--- config.mk ---
export PLATFORM = sky130hd
export DESIGN_NAME = sfpi_top
export DESIGN_NICKNAME = d
export VERILOG_FILES = /design/src/verilog/sfpi_pkg.sv /design/src/verilog/sfpi_top.sv
export SDC_FILE = /design/constraint.sdc
export NUM_CORES = 1
export LEC_CHECK = 0
export ABC_AREA = 1
export BUFFER_PORTS_ARGS = -buffer_cell sky130_fd_sc_hd__buf_2
export CORE_MARGIN = 1.5
export CORE_UTILIZATION = 59
export CTS_BUF_LIST = sky130_fd_sc_hd__clkbuf_16
export DETAILED_ROUTE_END_ITERATION = 16
export PLACE_DENSITY = 0.85
export SYNTH_ARGS = -nofsm -noshare
export SYNTH_HDL_FRONTEND = slang
export SYNTH_SLANG_ARGS = --single-unit
export TNS_END_PERCENT = 20
--- constraint.sdc ---
create_clock -name core_clk -period 4 [get_ports core_clk]
set_clock_uncertainty 0.1 [all_clocks]
set_input_delay 0.2 -clock core_clk [delete_from_list [all_inputs] [get_ports core_clk]]
set_output_delay 0.2 -clock core_clk [all_outputs]
set_load 0.05 [all_outputs]
--- src/verilog/sfpi_pkg.sv ---
`default_nettype none
package sfpi_pkg;
  // Register byte offsets
  localparam logic [7:0] SFPI_OFF_CFG    = 8'h00;
  localparam logic [7:0] SFPI_OFF_GUARD  = 8'h04;
  localparam logic [7:0] SFPI_OFF_TXDATA = 8'h08;
  localparam logic [7:0] SFPI_OFF_RXDATA = 8'h0C;
  localparam logic [7:0] SFPI_OFF_STATUS = 8'h10;

  // Configuration fields
  localparam int unsigned SFPI_CFG_LANE_LSB = 0;
  localparam int unsigned SFPI_CFG_OUT_BIT  = 2;

  // Status fields
  localparam int unsigned SFPI_ST_SEL_BIT     = 0;
  localparam int unsigned SFPI_ST_STBY_BIT    = 1;
  localparam int unsigned SFPI_ST_ARMED_BIT   = 2;
  localparam int unsigned SFPI_ST_PAUSE_BIT   = 3;
  localparam int unsigned SFPI_ST_RXV_BIT     = 4;
  localparam int unsigned SFPI_ST_SRBLK_BIT   = 5;
  localparam int unsigned SFPI_ST_HWPROT_BIT  = 6;
  localparam int unsigned SFPI_ST_QREFUSE_BIT = 7;

  // Reset values
  localparam logic [2:0]  SFPI_CFG_RST   = 3'h0;
  localparam logic [8:0]  SFPI_GUARD_RST = 9'h000;
  localparam logic [7:0]  SFPI_TX_RST    = 8'h00;
  localparam logic [31:0] SFPI_RD_RST    = 32'h0000_0000;

  // Lane usage of the current instruction
  typedef enum logic [1:0] {
    SFPI_LANE_ONE  = 2'b00,
    SFPI_LANE_TWO  = 2'b01,
    SFPI_LANE_FOUR = 2'b10
  } sfpi_lane_t;

  // Link state
  typedef enum logic [1:0] {
    SFPI_LS_UNARMED = 2'b00,
    SFPI_LS_IDLE    = 2'b01,
    SFPI_LS_ACTIVE  = 2'b10,
    SFPI_LS_PAUSED  = 2'b11
  } sfpi_link_t;

  // Pin groups
  typedef struct packed {
    logic       cs_n;
    logic       sclk;
    logic [3:0] io;
  } sfpi_pin_in_t;

  typedef struct packed {
    logic [3:0] io_out;
    logic [3:0] io_oe;
  } sfpi_pin_out_t;

  // Status guard bits, GUARD register layout from bit 8 downward
  typedef struct packed {
    logic [2:0] block_guard;
    logic       protect_invert;
    logic       small_unit_granularity;
    logic       top_bottom_select;
    logic       four_lane_enable;
    logic       status_guard_upper;
    logic       status_guard_lower;
  } sfpi_guard_t;
endpackage
`default_nettype wire

--- src/verilog/sfpi_top.sv ---
// Behaviour
// RULE_01: Deselected: ignore inputs, release all outputs
// RULE_02: Deselected and idle means standby; select activates
// RULE_03: First select falling edge arms the interface
// RULE_04: Capture incoming bits on clock rising edges
// RULE_05: Change output data after clock falling edges
// RULE_06: Dual/quad: lines zero, one bidirectional
// RULE_07: Guarded state blocks status register writes
// RULE_08: Guarded state keeps chosen array regions protected
// RULE_09: Four-lane enable turns guard pin into data
// RULE_10: Quad: line two inputs rising, outputs falling
// RULE_11: Pause pin is data line three in quad
// RULE_12: Enter pause only while clock low
// RULE_13: Leave pause only while clock low
// RULE_14: Pause never halts internal write operations
// RULE_15: Host keeps select low throughout pause
// RULE_16: Paused: outputs released, clock and input ignored
// RULE_17: Deselect during pause resets interface state
// RULE_18: Works with clock mode 0 and 3
// RULE_19: Quad only while four-lane enable set
// RULE_20: Single lane: line zero in, one out
`timescale 1ns/1ns
`default_nettype none
module sfpi_top (
  input  wire logic                   core_clk,
  input  wire logic                   resetn,
  input  wire sfpi_pkg::sfpi_pin_in_t pin_in,
  output var  sfpi_pkg::sfpi_pin_out_t pin_out,
  input  wire logic                   internal_busy,
  input  wire logic [7:0]             reg_addr,
  input  wire logic [31:0]            reg_wdata,
  input  wire logic                   reg_wr,
  input  wire logic                   reg_rd,
  output logic [31:0]                 reg_rdata,
  output logic                        rx_byte_pulse,
  output logic                        standby,
  output logic                        status_write_block,
  output logic                        array_guard_active
);

  // Bits per clock edge for a lane mode
  function automatic logic [3:0] lane_width(input sfpi_pkg::sfpi_lane_t m);
    case (m)
      sfpi_pkg::SFPI_LANE_TWO:  lane_width = 4'd2;
      sfpi_pkg::SFPI_LANE_FOUR: lane_width = 4'd4;
      default:                  lane_width = 4'd1;
    endcase
  endfunction

  // Output enable pattern for a lane mode
  function automatic logic [3:0] lane_oe(input sfpi_pkg::sfpi_lane_t m);
    case (m)
      sfpi_pkg::SFPI_LANE_TWO:  lane_oe = 4'b0011;
      sfpi_pkg::SFPI_LANE_FOUR: lane_oe = 4'b1111;
      default:                  lane_oe = 4'b0010;
    endcase
  endfunction

  // Pin synchronisers, one two-stage chain per pin
  logic [5:0] pin_raw;
  logic [5:0] sync1_q;
  logic [5:0] sync2_q;
  logic [5:0] prev_q;
  assign pin_raw = {pin_in.cs_n, pin_in.sclk, pin_in.io};
  genvar gi;
  generate
    for (gi = 0; gi < 6; gi++) begin : g_sync
      always_ff @(posedge core_clk or negedge resetn) begin
        if (!resetn) begin
          sync1_q[gi] <= 1'b0;
          sync2_q[gi] <= 1'b0;
          prev_q[gi]  <= 1'b0;
        end else begin
          sync1_q[gi] <= pin_raw[gi];
          sync2_q[gi] <= sync1_q[gi];
          prev_q[gi]  <= sync2_q[gi];
        end
      end
    end
  endgenerate

  // Synchronised levels and edges
  logic       cs_n_s;
  logic       sclk_s;
  logic [3:0] io_s;
  logic       cs_fall;
  logic       sclk_rise;
  logic       sclk_fall;
  assign cs_n_s    = sync2_q[5];
  assign sclk_s    = sync2_q[4];
  assign io_s      = sync2_q[3:0];
  assign cs_fall   = prev_q[5] & ~cs_n_s;
  assign sclk_rise = ~prev_q[4] & sclk_s;
  assign sclk_fall = prev_q[4] & ~sclk_s;

  // Software registers
  logic [2:0]            cfg_q;
  logic [2:0]            cfg_d;
  sfpi_pkg::sfpi_guard_t guard_q;
  sfpi_pkg::sfpi_guard_t guard_d;
  logic [7:0]            txdata_q;
  logic [7:0]            txdata_d;
  logic [31:0]           rdata_d;
  logic                  rxv_q;
  logic                  rxv_d;
  logic                  qrefuse_q;
  logic                  qrefuse_d;

  // Link state
  sfpi_pkg::sfpi_link_t state_q;
  sfpi_pkg::sfpi_link_t state_d;
  logic [7:0]           rxsh_q;
  logic [7:0]           rxsh_d;
  logic [7:0]           rxbyte_q;
  logic [7:0]           rxbyte_d;
  logic [3:0]           rxcnt_q;
  logic [3:0]           rxcnt_d;
  logic [7:0]           txsh_q;
  logic [7:0]           txsh_d;
  logic [3:0]           txcnt_q;
  logic [3:0]           txcnt_d;
  logic                 seen_rise_q;
  logic                 seen_rise_d;
  logic                 drive_q;
  logic                 drive_d;
  logic [3:0]           dout_q;
  logic [3:0]           dout_d;
  logic [3:0]           oe_q;
  logic [3:0]           oe_d;
  logic                 byte_pulse_q;
  logic                 byte_pulse_d;

  // Guard decode and effective lane mode
  sfpi_pkg::sfpi_lane_t req_mode;
  sfpi_pkg::sfpi_lane_t eff_mode;
  logic                 guard_pin_low;
  logic                 guarded;
  logic                 hold_low;
  logic [3:0]           w;
  logic                 rd_rx;

  assign req_mode = sfpi_pkg::sfpi_lane_t'(cfg_q[sfpi_pkg::SFPI_CFG_LANE_LSB +: 2]);
  // Quad refused unless four-lane enable is set
  assign eff_mode = (req_mode == sfpi_pkg::SFPI_LANE_FOUR && !guard_q.four_lane_enable) ?
                    sfpi_pkg::SFPI_LANE_ONE : req_mode; // RULE_19
  // Guard pin function lost when four lanes are enabled
  assign guard_pin_low = ~guard_q.four_lane_enable & ~io_s[2]; // RULE_09
  assign guarded = guard_pin_low & ~guard_q.status_guard_upper
                   & guard_q.status_guard_lower; // RULE_07
  assign hold_low = (eff_mode != sfpi_pkg::SFPI_LANE_FOUR) & ~io_s[3]; // RULE_11
  assign w = lane_width(eff_mode);
  assign rd_rx = reg_rd && (reg_addr == sfpi_pkg::SFPI_OFF_RXDATA);

  // Link next state: select, pause, shifting
  always_comb begin
    logic [7:0] cur;
    logic [3:0] nsum;
    cur          = txsh_q;
    nsum         = 4'd0;
    state_d      = state_q;
    rxsh_d       = rxsh_q;
    rxbyte_d     = rxbyte_q;
    rxcnt_d      = rxcnt_q;
    txsh_d       = txsh_q;
    txcnt_d      = txcnt_q;
    seen_rise_d  = seen_rise_q;
    drive_d      = drive_q;
    dout_d       = dout_q;
    byte_pulse_d = 1'b0;
    case (state_q)
      sfpi_pkg::SFPI_LS_UNARMED: begin
        if (cs_fall) begin
          state_d = sfpi_pkg::SFPI_LS_ACTIVE; // RULE_03
        end
      end
      sfpi_pkg::SFPI_LS_IDLE: begin
        if (cs_fall) begin
          state_d = sfpi_pkg::SFPI_LS_ACTIVE; // RULE_02
        end
      end
      sfpi_pkg::SFPI_LS_ACTIVE: begin
        if (cs_n_s) begin
          state_d = sfpi_pkg::SFPI_LS_IDLE; // RULE_01
        end else if (hold_low && !sclk_s) begin
          state_d = sfpi_pkg::SFPI_LS_PAUSED; // RULE_12
        end else begin
          // Input capture on rising edges
          if (sclk_rise) begin // RULE_04
            seen_rise_d = 1'b1;
            case (eff_mode)
              sfpi_pkg::SFPI_LANE_TWO:  rxsh_d = {rxsh_q[5:0], io_s[1:0]}; // RULE_06
              sfpi_pkg::SFPI_LANE_FOUR: rxsh_d = {rxsh_q[3:0], io_s}; // RULE_10
              default:                  rxsh_d = {rxsh_q[6:0], io_s[0]}; // RULE_20
            endcase
            nsum = rxcnt_q + w;
            if (nsum >= 4'd8) begin
              rxcnt_d      = 4'd0;
              rxbyte_d     = rxsh_d;
              byte_pulse_d = 1'b1;
            end else begin
              rxcnt_d = nsum;
            end
          end
          // Output shift on falling edges, only after a rising edge
          if (sclk_fall && seen_rise_q && cfg_q[sfpi_pkg::SFPI_CFG_OUT_BIT]) begin // RULE_05 RULE_18
            cur     = (txcnt_q == 4'd0) ? txdata_q : txsh_q;
            drive_d = 1'b1;
            case (eff_mode)
              sfpi_pkg::SFPI_LANE_TWO:  dout_d = {2'b00, cur[7:6]}; // RULE_06
              sfpi_pkg::SFPI_LANE_FOUR: dout_d = cur[7:4]; // RULE_10
              default:                  dout_d = {2'b00, cur[7], 1'b0}; // RULE_20
            endcase
            txsh_d  = cur << w;
            nsum    = txcnt_q + w;
            txcnt_d = (nsum >= 4'd8) ? 4'd0 : nsum;
          end
          if (!cfg_q[sfpi_pkg::SFPI_CFG_OUT_BIT]) begin
            drive_d = 1'b0;
          end
        end
      end
      sfpi_pkg::SFPI_LS_PAUSED: begin
        // Clock and inputs disregarded while paused
        if (cs_n_s) begin
          state_d = sfpi_pkg::SFPI_LS_IDLE; // RULE_17
        end else if (!hold_low && !sclk_s) begin
          state_d = sfpi_pkg::SFPI_LS_ACTIVE; // RULE_13
        end
      end
      default: begin
        state_d = sfpi_pkg::SFPI_LS_UNARMED;
      end
    endcase
    // Frame start or end clears the shift state
    if (state_d == sfpi_pkg::SFPI_LS_IDLE || cs_fall) begin
      rxcnt_d     = 4'd0;
      txcnt_d     = 4'd0;
      seen_rise_d = 1'b0;
      drive_d     = 1'b0;
    end
    // Pins released unless actively driving
    oe_d = (state_d == sfpi_pkg::SFPI_LS_ACTIVE && drive_d) ? lane_oe(eff_mode) : 4'b0000; // RULE_01 RULE_16
  end

  // Link registers
  always_ff @(posedge core_clk or negedge resetn) begin
    if (!resetn) begin
      state_q      <= sfpi_pkg::SFPI_LS_UNARMED;
      rxsh_q       <= 8'h00;
      rxbyte_q     <= 8'h00;
      rxcnt_q      <= 4'h0;
      txsh_q       <= 8'h00;
      txcnt_q      <= 4'h0;
      seen_rise_q  <= 1'b0;
      drive_q      <= 1'b0;
      dout_q       <= 4'h0;
      oe_q         <= 4'h0;
      byte_pulse_q <= 1'b0;
    end else begin
      state_q      <= state_d;
      rxsh_q       <= rxsh_d;
      rxbyte_q     <= rxbyte_d;
      rxcnt_q      <= rxcnt_d;
      txsh_q       <= txsh_d;
      txcnt_q      <= txcnt_d;
      seen_rise_q  <= seen_rise_d;
      drive_q      <= drive_d;
      dout_q       <= dout_d;
      oe_q         <= oe_d;
      byte_pulse_q <= byte_pulse_d;
    end
  end

  // Register writes, sticky flags and read mux
  always_comb begin
    cfg_d     = cfg_q;
    guard_d   = guard_q;
    txdata_d  = txdata_q;
    rxv_d     = rxv_q;
    qrefuse_d = qrefuse_q;
    rdata_d   = 32'h0000_0000;
    if (reg_wr) begin
      case (reg_addr)
        sfpi_pkg::SFPI_OFF_CFG:    cfg_d    = reg_wdata[2:0];
        sfpi_pkg::SFPI_OFF_GUARD:  guard_d  = sfpi_pkg::sfpi_guard_t'(reg_wdata[8:0]);
        sfpi_pkg::SFPI_OFF_TXDATA: txdata_d = reg_wdata[7:0];
        sfpi_pkg::SFPI_OFF_STATUS: begin
          if (reg_wdata[sfpi_pkg::SFPI_ST_QREFUSE_BIT]) begin
            qrefuse_d = 1'b0;
          end
        end
        default: begin
        end
      endcase
    end
    if (rd_rx) begin
      rxv_d = 1'b0;
    end
    // Set wins over clear
    if (byte_pulse_q) begin
      rxv_d = 1'b1;
    end
    if (req_mode == sfpi_pkg::SFPI_LANE_FOUR && !guard_q.four_lane_enable
        && state_q == sfpi_pkg::SFPI_LS_ACTIVE) begin
      qrefuse_d = 1'b1; // RULE_19
    end
    if (reg_rd) begin
      case (reg_addr)
        sfpi_pkg::SFPI_OFF_CFG:    rdata_d = {29'h0, cfg_q};
        sfpi_pkg::SFPI_OFF_GUARD:  rdata_d = {23'h0, guard_q};
        sfpi_pkg::SFPI_OFF_TXDATA: rdata_d = {24'h0, txdata_q};
        sfpi_pkg::SFPI_OFF_RXDATA: rdata_d = {24'h0, rxbyte_q};
        sfpi_pkg::SFPI_OFF_STATUS: begin
          rdata_d[sfpi_pkg::SFPI_ST_SEL_BIT]     = ~cs_n_s & (state_q[1]);
          rdata_d[sfpi_pkg::SFPI_ST_STBY_BIT]    = standby;
          rdata_d[sfpi_pkg::SFPI_ST_ARMED_BIT]   = (state_q != sfpi_pkg::SFPI_LS_UNARMED);
          rdata_d[sfpi_pkg::SFPI_ST_PAUSE_BIT]   = (state_q == sfpi_pkg::SFPI_LS_PAUSED);
          rdata_d[sfpi_pkg::SFPI_ST_RXV_BIT]     = rxv_q;
          rdata_d[sfpi_pkg::SFPI_ST_SRBLK_BIT]   = status_write_block;
          rdata_d[sfpi_pkg::SFPI_ST_HWPROT_BIT]  = array_guard_active;
          rdata_d[sfpi_pkg::SFPI_ST_QREFUSE_BIT] = qrefuse_q;
        end
        default: rdata_d = 32'h0000_0000;
      endcase
    end
  end

  // Register bank
  always_ff @(posedge core_clk or negedge resetn) begin
    if (!resetn) begin
      cfg_q     <= sfpi_pkg::SFPI_CFG_RST;
      guard_q   <= sfpi_pkg::sfpi_guard_t'(sfpi_pkg::SFPI_GUARD_RST);
      txdata_q  <= sfpi_pkg::SFPI_TX_RST;
      rxv_q     <= 1'b0;
      qrefuse_q <= 1'b0;
      reg_rdata <= sfpi_pkg::SFPI_RD_RST;
    end else begin
      cfg_q     <= cfg_d;
      guard_q   <= guard_d;
      txdata_q  <= txdata_d;
      rxv_q     <= rxv_d;
      qrefuse_q <= qrefuse_d;
      reg_rdata <= rdata_d;
    end
  end

  // Outputs; busy never gated by pause
  assign standby            = cs_n_s & ~internal_busy; // RULE_02 RULE_14
  assign status_write_block = guarded; // RULE_07
  assign array_guard_active = guarded; // RULE_08
  assign rx_byte_pulse      = byte_pulse_q;
  assign pin_out.io_out     = dout_q;
  assign pin_out.io_oe      = oe_q;

endmodule
`default_nettype wire
==> impl_results.md, run 1 <==
- Status: finished, violations left
- Failing checks: negative hold slack
- Delay-heaviest family, CP: adder cells
- DIE WIDTH: 90.2 microns
- Critical-path cell list: o21ai_0 > ha_1 > inv_1 > nand2_1 > inv_1 > nand2_1 > o221ai_1 > nand2_1 > o21ai_0
- Post-layout nets: roughly 660
- CTS clk-pin slew, worst paths: about 0.060 ns
- Vias per inst: roughly 5.5
- Minimum clock period after layout: 2.80 ns
- Die Area: between 8000 and 9000 sq um
- Avg WL per Cell: between 10 and 15 microns
- Leak: around 2.6 nW
- Number of synthesized flops with an enable pin: 0
- Postcts setup bufs: 0
- Initial core utilization: 0.616
- RD Place Congestion: between 0.8 and 0.9
- Worst setup margin: approximately 1.2 ns
- CP Capture Type: flip-flop
- Largest stage delay, worst path: a little over 0.7 ns
- Total congestion overflow: 0
- Final hold violation count: 88
- Critical path peak fanout: 16
- Achievable Freq: 357 MHz
- Avg Cell Area, Syn: 8.24 sq um
- CTS Sinks: slightly below 90
- Most used cell, CP: nand2_1
- FF-to-FF path depth: 9
- Max Buffers Root-to-Sink: 2
- Layout cell share with drive strength beyond 1: 0.136
- Root Driver: clkbuf_16
- Final Cycle Share: 0.700
- Max-slew violations: 0
- CP Launch Type: flip-flop
- Critical path data arrival time: 2.92 ns
- Worst Tran Pin Value: about 1.1 ns
- Initial antenna violation count: 0
- Max VDD drop: about 0.29 mV
- WHS: -0.0546 ns
- CTS tree: built
- Router iterations before antenna repair: 5
- Worst path bufs/invs: 2
- Htree depth: 3
- Vias in the first global route: 3618
- RSZ-0062 raised after global routing: no
- Worst min path class: input pin to async pin
- Library cells used by synthesis: 35
- Register area share after synthesis: 0.491
- Slowest cell on crit path: ha_1
- Synthesis-to-finish area growth: 11.9%
- Tot GR Track Use: 0.259
- Port Buf Inserts: between 40 and 50
- Most frequent cells after synthesis: 117 x nand2_1, 88 x dfrtp_1, 71 x inv_1
- # setup viols final: 0
- Ys Warns: 0
- Asr flop ratio synth: 1.00
- Chip Height: about 90 microns
- Worst skew pair latency: 0.34 ns
- Critical Path RT: 4.12 ns
- CP Class: flip-flop to flip-flop
- RR Endpoint: rxsh_q[4]$_DFFE_PN0P_
- DRC: 0
- Dpl ws: about 1.3 ns
- Slew headroom: 0.300
- Netlist Area Pre-Place: roughly 4500 sq um
- IO Pins: 95
- RR Startpoint: guard_q[2]$_DFFE_PN0P_
- Most numerous cell in the Yosys netlist: nand2_1
- Synth top area cells: dfrtp_1 49%, nand2_1 9.8%, inv_1 5.9%
- R2R Setup Slk: about 1.2 ns
- Setup TNS Final: 0 ns
- Post-synth top area share: 0.491
- Post-Route WL: between 10000 and 15000 microns
- PostCTS Resize Cnt: 0
- Main flop type after synthesis: dfrtp_1
- Seq cells post-synth: slightly below 90
- Largest net degree at the start of global routing: 89
- Post-route ant nets: 0
- DR iter-0 viols: a little under 400
- Max Cap Viol: 0
- Power per cell area: 398 nW/um^2
- Number of buffers created by CTS: 9
- Via count: around 3900
- Antenna Cells: 0
- Core Box Area: 7290 sq um
- Post-DP HPWL: approximately 7000 microns
- Synth area leader: dfrtp_1
- Hold-fix buffers, CTS: 7
- First-pass GRT wire length: approximately 17000 microns
- # rows: 31
- Syn Inst Count: 545
- Tot Pwr: 2.00 mW
[kinds of logic after synthesis]
logic type | Yosys count | synth area share
and+or+nand+nor | 249 | 0.241
buffers and inverters | 110 | 0.123
DFF | 88 | 0.491
AOI/OAI and AO/OA | 83 | 0.105
adders and majority gates | 10 | 0.0312
xor gates and xnor gates | 4 | 0.00781
other | 1 | 0.000835
[final cells by class]
type | instances | area, sq um
clock buffers | 9 | 225
clock inverters | 6 | 60.1
fillers | 593 | 2270
inverters | 75 | 283
multi-input cells | 369 | 1820
flip-flops and latches | 88 | 2200
well taps | 99 | 124
repair buffers | 55 | 313
[layer usage]
metal	global-route usage	routed length, microns
met2	0.425	4850
met3	0.0584	759
met1	0.334	4190
met5	0	0
met4	0.106	229
[power breakdown]
part,switching [mW],internal [mW],total [mW],leakage [nW]
sequential,0.0287,0.926,0.954,1.18
clock,0.341,0.478,0.819,0.141
combinational,0.171,0.0565,0.227,1.25
total,0.541,1.46,2.00,2.57
[worst max-delay path by stage]
stage                           startpoint                       to  slack (ns)  depth (start not counted)
floorplan           guard_q[2]$_DFFE_PN0P_  rxbyte_q[4]$_DFFE_PN0P_        1.72                         10
global placement    guard_q[2]$_DFFE_PN0P_  rxbyte_q[4]$_DFFE_PN0P_        1.36                          9
detailed placement  guard_q[2]$_DFFE_PN0P_  rxbyte_q[5]$_DFFE_PN0P_        1.27                         10
CTS                 guard_q[2]$_DFFE_PN0P_  rxbyte_q[5]$_DFFE_PN0P_        1.23                         10
global route        guard_q[2]$_DFFE_PN0P_  rxbyte_q[5]$_DFFE_PN0P_         1.0                          9
finish              guard_q[2]$_DFFE_PN0P_    rxsh_q[4]$_DFFE_PN0P_        1.20                          9
[worst register-to-register path: stages (launching register included)]
cell and delay [ns]:
dfrtp_1 0.44, o21ai_0 0.17, ha_1 0.71, inv_1 0.44
nand2_1 0.25, inv_1 0.14, nand2_1 0.09, o221ai_1 0.15
nand2_1 0.11, o21ai_0 0.08
[metrics by stage]
step | instances | utilization | hold slack [ns] | cell area (sq um)
after CTS | 701 | 0.689 | 0.00391 | 5020
final | 701 | 0.689 | -0.0546 | 5020
after global placement | 679 | 0.640 | 0.208 | 4670
after detailed placement | 679 | 0.640 | 0.210 | 4670
after floorplan | 567 | - | -0.196 | 4570
after global routing | 701 | 0.689 | 0.0378 | 5020
[state kept, by name, indices dropped and copies added (netlist names), 2 cells and up]
name / flops
state_q: 2
rxcnt_q: 4
cfg_q: 3
guard_q: 9
rxbyte_q: 8
txsh_q: 8
dout_q: 4
oe_q: 3
txdata_q: 8
prev_q: 2
reg_rdata: 9
txcnt_q: 4
io_s: 4
rxsh_q: 7
sync1_q: 6
[cells in the final DEF, fill, tap and decap left out, types with 2 or more instances in the layout]
| master | count |
|---|---|
| inv_1 | 71 |
| o221ai_1 | 6 |
| conb_1 | 23 |
| clkbuf_16 | 9 |
| nand2_4 | 3 |
| nand3_1 | 48 |
| dlygate4sd3_1 | 7 |
| nor2_1 | 56 |
| clkinv_1 | 2 |
| o211ai_1 | 6 |
| o22ai_1 | 4 |
| inv_2 | 3 |
| nor2_2 | 4 |
| o21ai_1 | 2 |
| fa_1 | 2 |
| xor2_1 | 2 |
| o21ai_0 | 51 |
| xnor2_1 | 2 |
| clkinv_2 | 2 |
| ha_1 | 8 |
| dfrtp_1 | 88 |
| nand2_1 | 117 |
| nand2_2 | 7 |
| a21oi_1 | 8 |
| nand4_1 | 8 |
| nor3_1 | 4 |
| buf_2 | 47 |
No activity file was read; power rests on OpenSTA's default activity.
==> inputs of run 2 (changes only) <==
--- a/config.mk
+++ b/config.mk
@@ -5,13 +5,13 @@
 export SDC_FILE = /design/constraint.sdc
 export NUM_CORES = 1
 export LEC_CHECK = 0
-export ABC_AREA = 1
+export ABC_AREA = 0
 export BUFFER_PORTS_ARGS = -buffer_cell sky130_fd_sc_hd__buf_2
 export CORE_MARGIN = 1.5
-export CORE_UTILIZATION = 59
+export CORE_UTILIZATION = 49
 export CTS_BUF_LIST = sky130_fd_sc_hd__clkbuf_16
 export DETAILED_ROUTE_END_ITERATION = 16
-export PLACE_DENSITY = 0.85
+export PLACE_DENSITY = 0.76
 export SYNTH_ARGS = -nofsm -noshare
 export SYNTH_HDL_FRONTEND = slang
 export SYNTH_SLANG_ARGS = --single-unit
==> constraint.sdc (replaced) <==
create_clock -name core_clk -period 2.45 [get_ports core_clk]
set_clock_uncertainty 0.1 [all_clocks]
set_input_delay 0.1225 -clock core_clk [delete_from_list [all_inputs] [get_ports core_clk]]
set_output_delay 0.1225 -clock core_clk [all_outputs]
set_load 0.05 [all_outputs]
==> impl_results.md, run 2 <==
- Root Driver: clkbuf_16
- Final Cycle Share: 1.03 (+0.325)
- Commonest non-fill, non-tap cells in the layout: 87 x dfrtp_1, 53 x nand2_1, 47 x buf_2
- Chip Height: 97.9 microns (+8.5%)
- Register area share after synthesis: 0.499 (+0.00848)
- Main flop type after synthesis: dfrtp_1
- Critical Path RT: 2.57 ns (-1.55 ns)
- Ys Warns: 0 (unchanged)
- Post-layout nets: 550 (-17%)
- CP Class: flip-flop to flip-flop
- IO Pins: 95 (unchanged)
- Post-Route WL: 10300 microns (+2.6%)
- Footprint of the multi-input gates: 2100 sq um (+16%)
- RD Place Congestion: 0.862 (-1.7%)
- Max Buffers Root-to-Sink: 2 (unchanged)
- Post-synthesis mux area share: 0.129 (+0.129)
- Compound-Gate Fraction of Synth Area: 0.110 (+0.00466)
- Tot GR Track Use: 0.213 (-0.0461)
- Asr flop ratio synth: 1.00 (unchanged)
- Max Cap Viol: 0 (unchanged)
- Seq cells post-synth: 88 (unchanged)
- Hold endpoint: qrefuse_q$_DFFE_PN0P_
- Synth area leader: dfrtp_1
- Post-route ant nets: 0 (unchanged)
- Synthesis-to-finish area growth: 21.9%
- Die Area: 9580 sq um (+18%)
- Worst setup margin: -0.0616 ns (-1.26 ns)
- Number of buffers created by CTS: 9 (unchanged)
- Post-Synth XOR/XNOR Area: 0.00794 (+0.000135)
- RSZ-0062 raised after global routing: yes
- Worst skew pair latency: 0.34 ns (about the same)
- Avg Cell Area, Syn: 10.7 sq um (+30%)
- CTS Sinks: 88 (unchanged)
- Port Buf Inserts: 48 (unchanged)
- Syn Inst Count: 413 (-24%)
- Most numerous cell in the Yosys netlist: dfrtp_1
- Final hold violation count: 0 (-100%)
- Power per cell area: 609 nW/um^2 (+53%)
- DRC: 0 (unchanged)
- Critical path peak fanout: 5 (-11)
- Post-synth top area share: 0.499 (+0.00848)
- Simple-gate share of the synthesized area: 0.153 (-0.0885)
- Htree depth: 3 (unchanged)
- Layout cell share with drive strength beyond 1: 0.283 (+0.147)
- Dpl ws: -0.0870 ns (-1.35 ns)
- # rows: 34 (+9.7%)
- Achievable Freq: 398 MHz (+12%)
- Vias in the first global route: 3280 (-9.3%)
- Initial antenna violation count: 0 (unchanged)
- Status: finished, violations left
- RR Endpoint: rxbyte_q[5]$_DFFE_PN0P_
- Adder-cell share of the synthesized area: 0.0318 (+0.000540)
- Setup TNS Final: -0.383 ns (-0.383 ns)
- First-pass GRT wire length: 16300 microns (-2.9%)
- Most frequent cells after synthesis: 88 x dfrtp_1, 53 x nand2_1, 29 x mux2_2
- Post-DP HPWL: 7000 microns (-0.55%)
- Critical path data arrival time: 2.63 ns (-0.29 ns)
- Total congestion overflow: 0 (unchanged)
- Antenna Cells: 0 (unchanged)
- CTS tree: built
- Final-layout fill cell count: 678 (+14%)
- R2R Setup Slk: -0.06 ns (-1.26 ns)
- Largest net degree at the start of global routing: 60 (-33%)
- Max VDD drop: 0.403 mV (+40%)
- Failing checks: negative setup slack
- Number of synthesized flops with an enable pin: 0 (unchanged)
- Hold depth: 3
- Netlist Area Pre-Place: 4410 sq um (-1.7%)
- Largest family of logic cells by synthesized area: simple AND/OR/NAND/NOR gates
- Most common cell after layout, fill and taps aside: dfrtp_1
- Sequential cell area: 2200 sq um (about the same)
- Vias per inst: 5.62 (+1.8%)
- DR iter-0 viols: 278 (-29%)
- Worst min path class: input pin to flip-flop
- Max-slew violations: 0 (unchanged)
- Router iterations before antenna repair: 5 (unchanged)
- Via count: 3382 (-13%)
- Synth top area cells: dfrtp_1 50%, mux2_2 7.4%, nand2_1 4.5%
- DIE WIDTH: 97.9 microns (+8.5%)
- Minimum clock period after layout: 2.51 ns (-0.290 ns)
- Library cells used by synthesis: 56 (+60%)
- CTS clk-pin slew, worst paths: 0.07 ns (about the same)
- RR Startpoint: cfg_q[0]$_DFFE_PN0P_
- Min-Delay Startpoint: reg_wr
- # setup viols final: 8 (+8)
- Core Box Area: 8720 sq um (+20%)
- CP Capture Type: flip-flop
- FF-to-FF path depth: 9 (unchanged)
- Initial core utilization: 0.506 (-0.110)
- Leak: 2.67 nW (+4.0%)
- Largest regs: guard_q x9, reg_rdata x9
- CP Launch Type: flip-flop
- Avg WL per Cell: 17.1 microns (+19%)
-- run 2: cell count changes in the layout (fill, tap and decap cells not counted), sizes merged, moves of 29 or more --
cell and delta:
nand3 -35, nor2 -33, inv -65, mux2 +29, o21ai -38, nand2 -74
-- run 2: final cells by class --
| type | count | area share |
|---|---|---|
| flip-flops and latches | 88 | 0.409 |
| multi-input cells | 294 | 0.391 |
| repair buffers | 89 | 0.114 |
| clock buffers | 9 | 0.0419 |
| well taps | 108 | 0.0251 |
| clock inverters | 7 | 0.0142 |
| inverters | 7 | 0.00488 |
-- run 2: power by group --
| part | internal (mW) | switching, mW |
|---|---|---|
| logic | 0.118 | 0.231 |
| clock network | 0.799 | 0.584 |
| registers | 1.50 | 0.0494 |
-- run 2: worst max-delay path by stage --
stage	from	endpoint	slack [ns]
2_1_floorplan	guard_q[2]$_DFFE_PN0P_	rxbyte_q[0]$_DFFE_PN0P_	-0.12
3_3_place_gp	guard_q[2]$_DFFE_PN0P_	rxbyte_q[7]$_DFFE_PN0P_	0.009
3_5_place_dp	guard_q[2]$_DFFE_PN0P_	rxbyte_q[6]$_DFFE_PN0P_	-0.09
4_1_cts	guard_q[2]$_DFFE_PN0P_	rxbyte_q[6]$_DFFE_PN0P_	0.04
5_1_grt	cfg_q[0]$_DFFE_PN0P_	rxbyte_q[7]$_DFFE_PN0P_	-0.14
6_report	cfg_q[0]$_DFFE_PN0P_	rxbyte_q[5]$_DFFE_PN0P_	-0.06
-- run 2: kinds of logic after synthesis --
group / count (synthesis)
muxes: 48
AOI/OAI and AO/OA: 75
buffers and inverters: 53
xor gates and xnor gates: 4
and+or+nand+nor: 134
DFF: 88
adders and majority gates: 10
other: 1
-- run 2: per-stage QoR --
step	power [mW]	cell area, sq um	std cells	util	hold slack [ns]
6_report	3.28	5380	602	0.617	0.0334
3_5_place_dp	1.89	4780	567	0.548	-0.0287
5_1_grt	3.40	5380	602	0.617	0.0368
4_1_cts	3.29	5290	601	0.607	0.0266
2_1_floorplan	1.80	4500	435	-	-0.273
3_3_place_gp	1.88	4780	567	0.548	-0.0335
-- run 2: worst max-delay path, stage by stage, from the launching register on --
cell and delay, ns:
dfrtp_1 0.40, o21ai_2 0.23, ha_4 0.25, ha_4 0.16, a21o_1 0.18, a21oi_2 0.16
xor2_1 0.27, nand2b_4 0.20, buf_6 0.13, mux2_4 0.30
-- run 2: what timing repair did --
action | in CTS | in global routing
setup buffers | 1 | 1
gates resized for setup | 6 | 19
cloned | 0 | 0
hold buffers | 17 | 0
endpoints found under the hold margin | 56 | 0
endpoints found under the setup margin | 8 | 14
pin swaps | 1 | 7
-- run 2: metal layers --
metal,wire length [microns],vias to the layer above,global-route usage
met5,0,-,0
met4,259,0,0.0747
met3,424,25,0.0379
met2,5320,114,0.364
met1,4280,1680,0.274
li1,-,1563,-
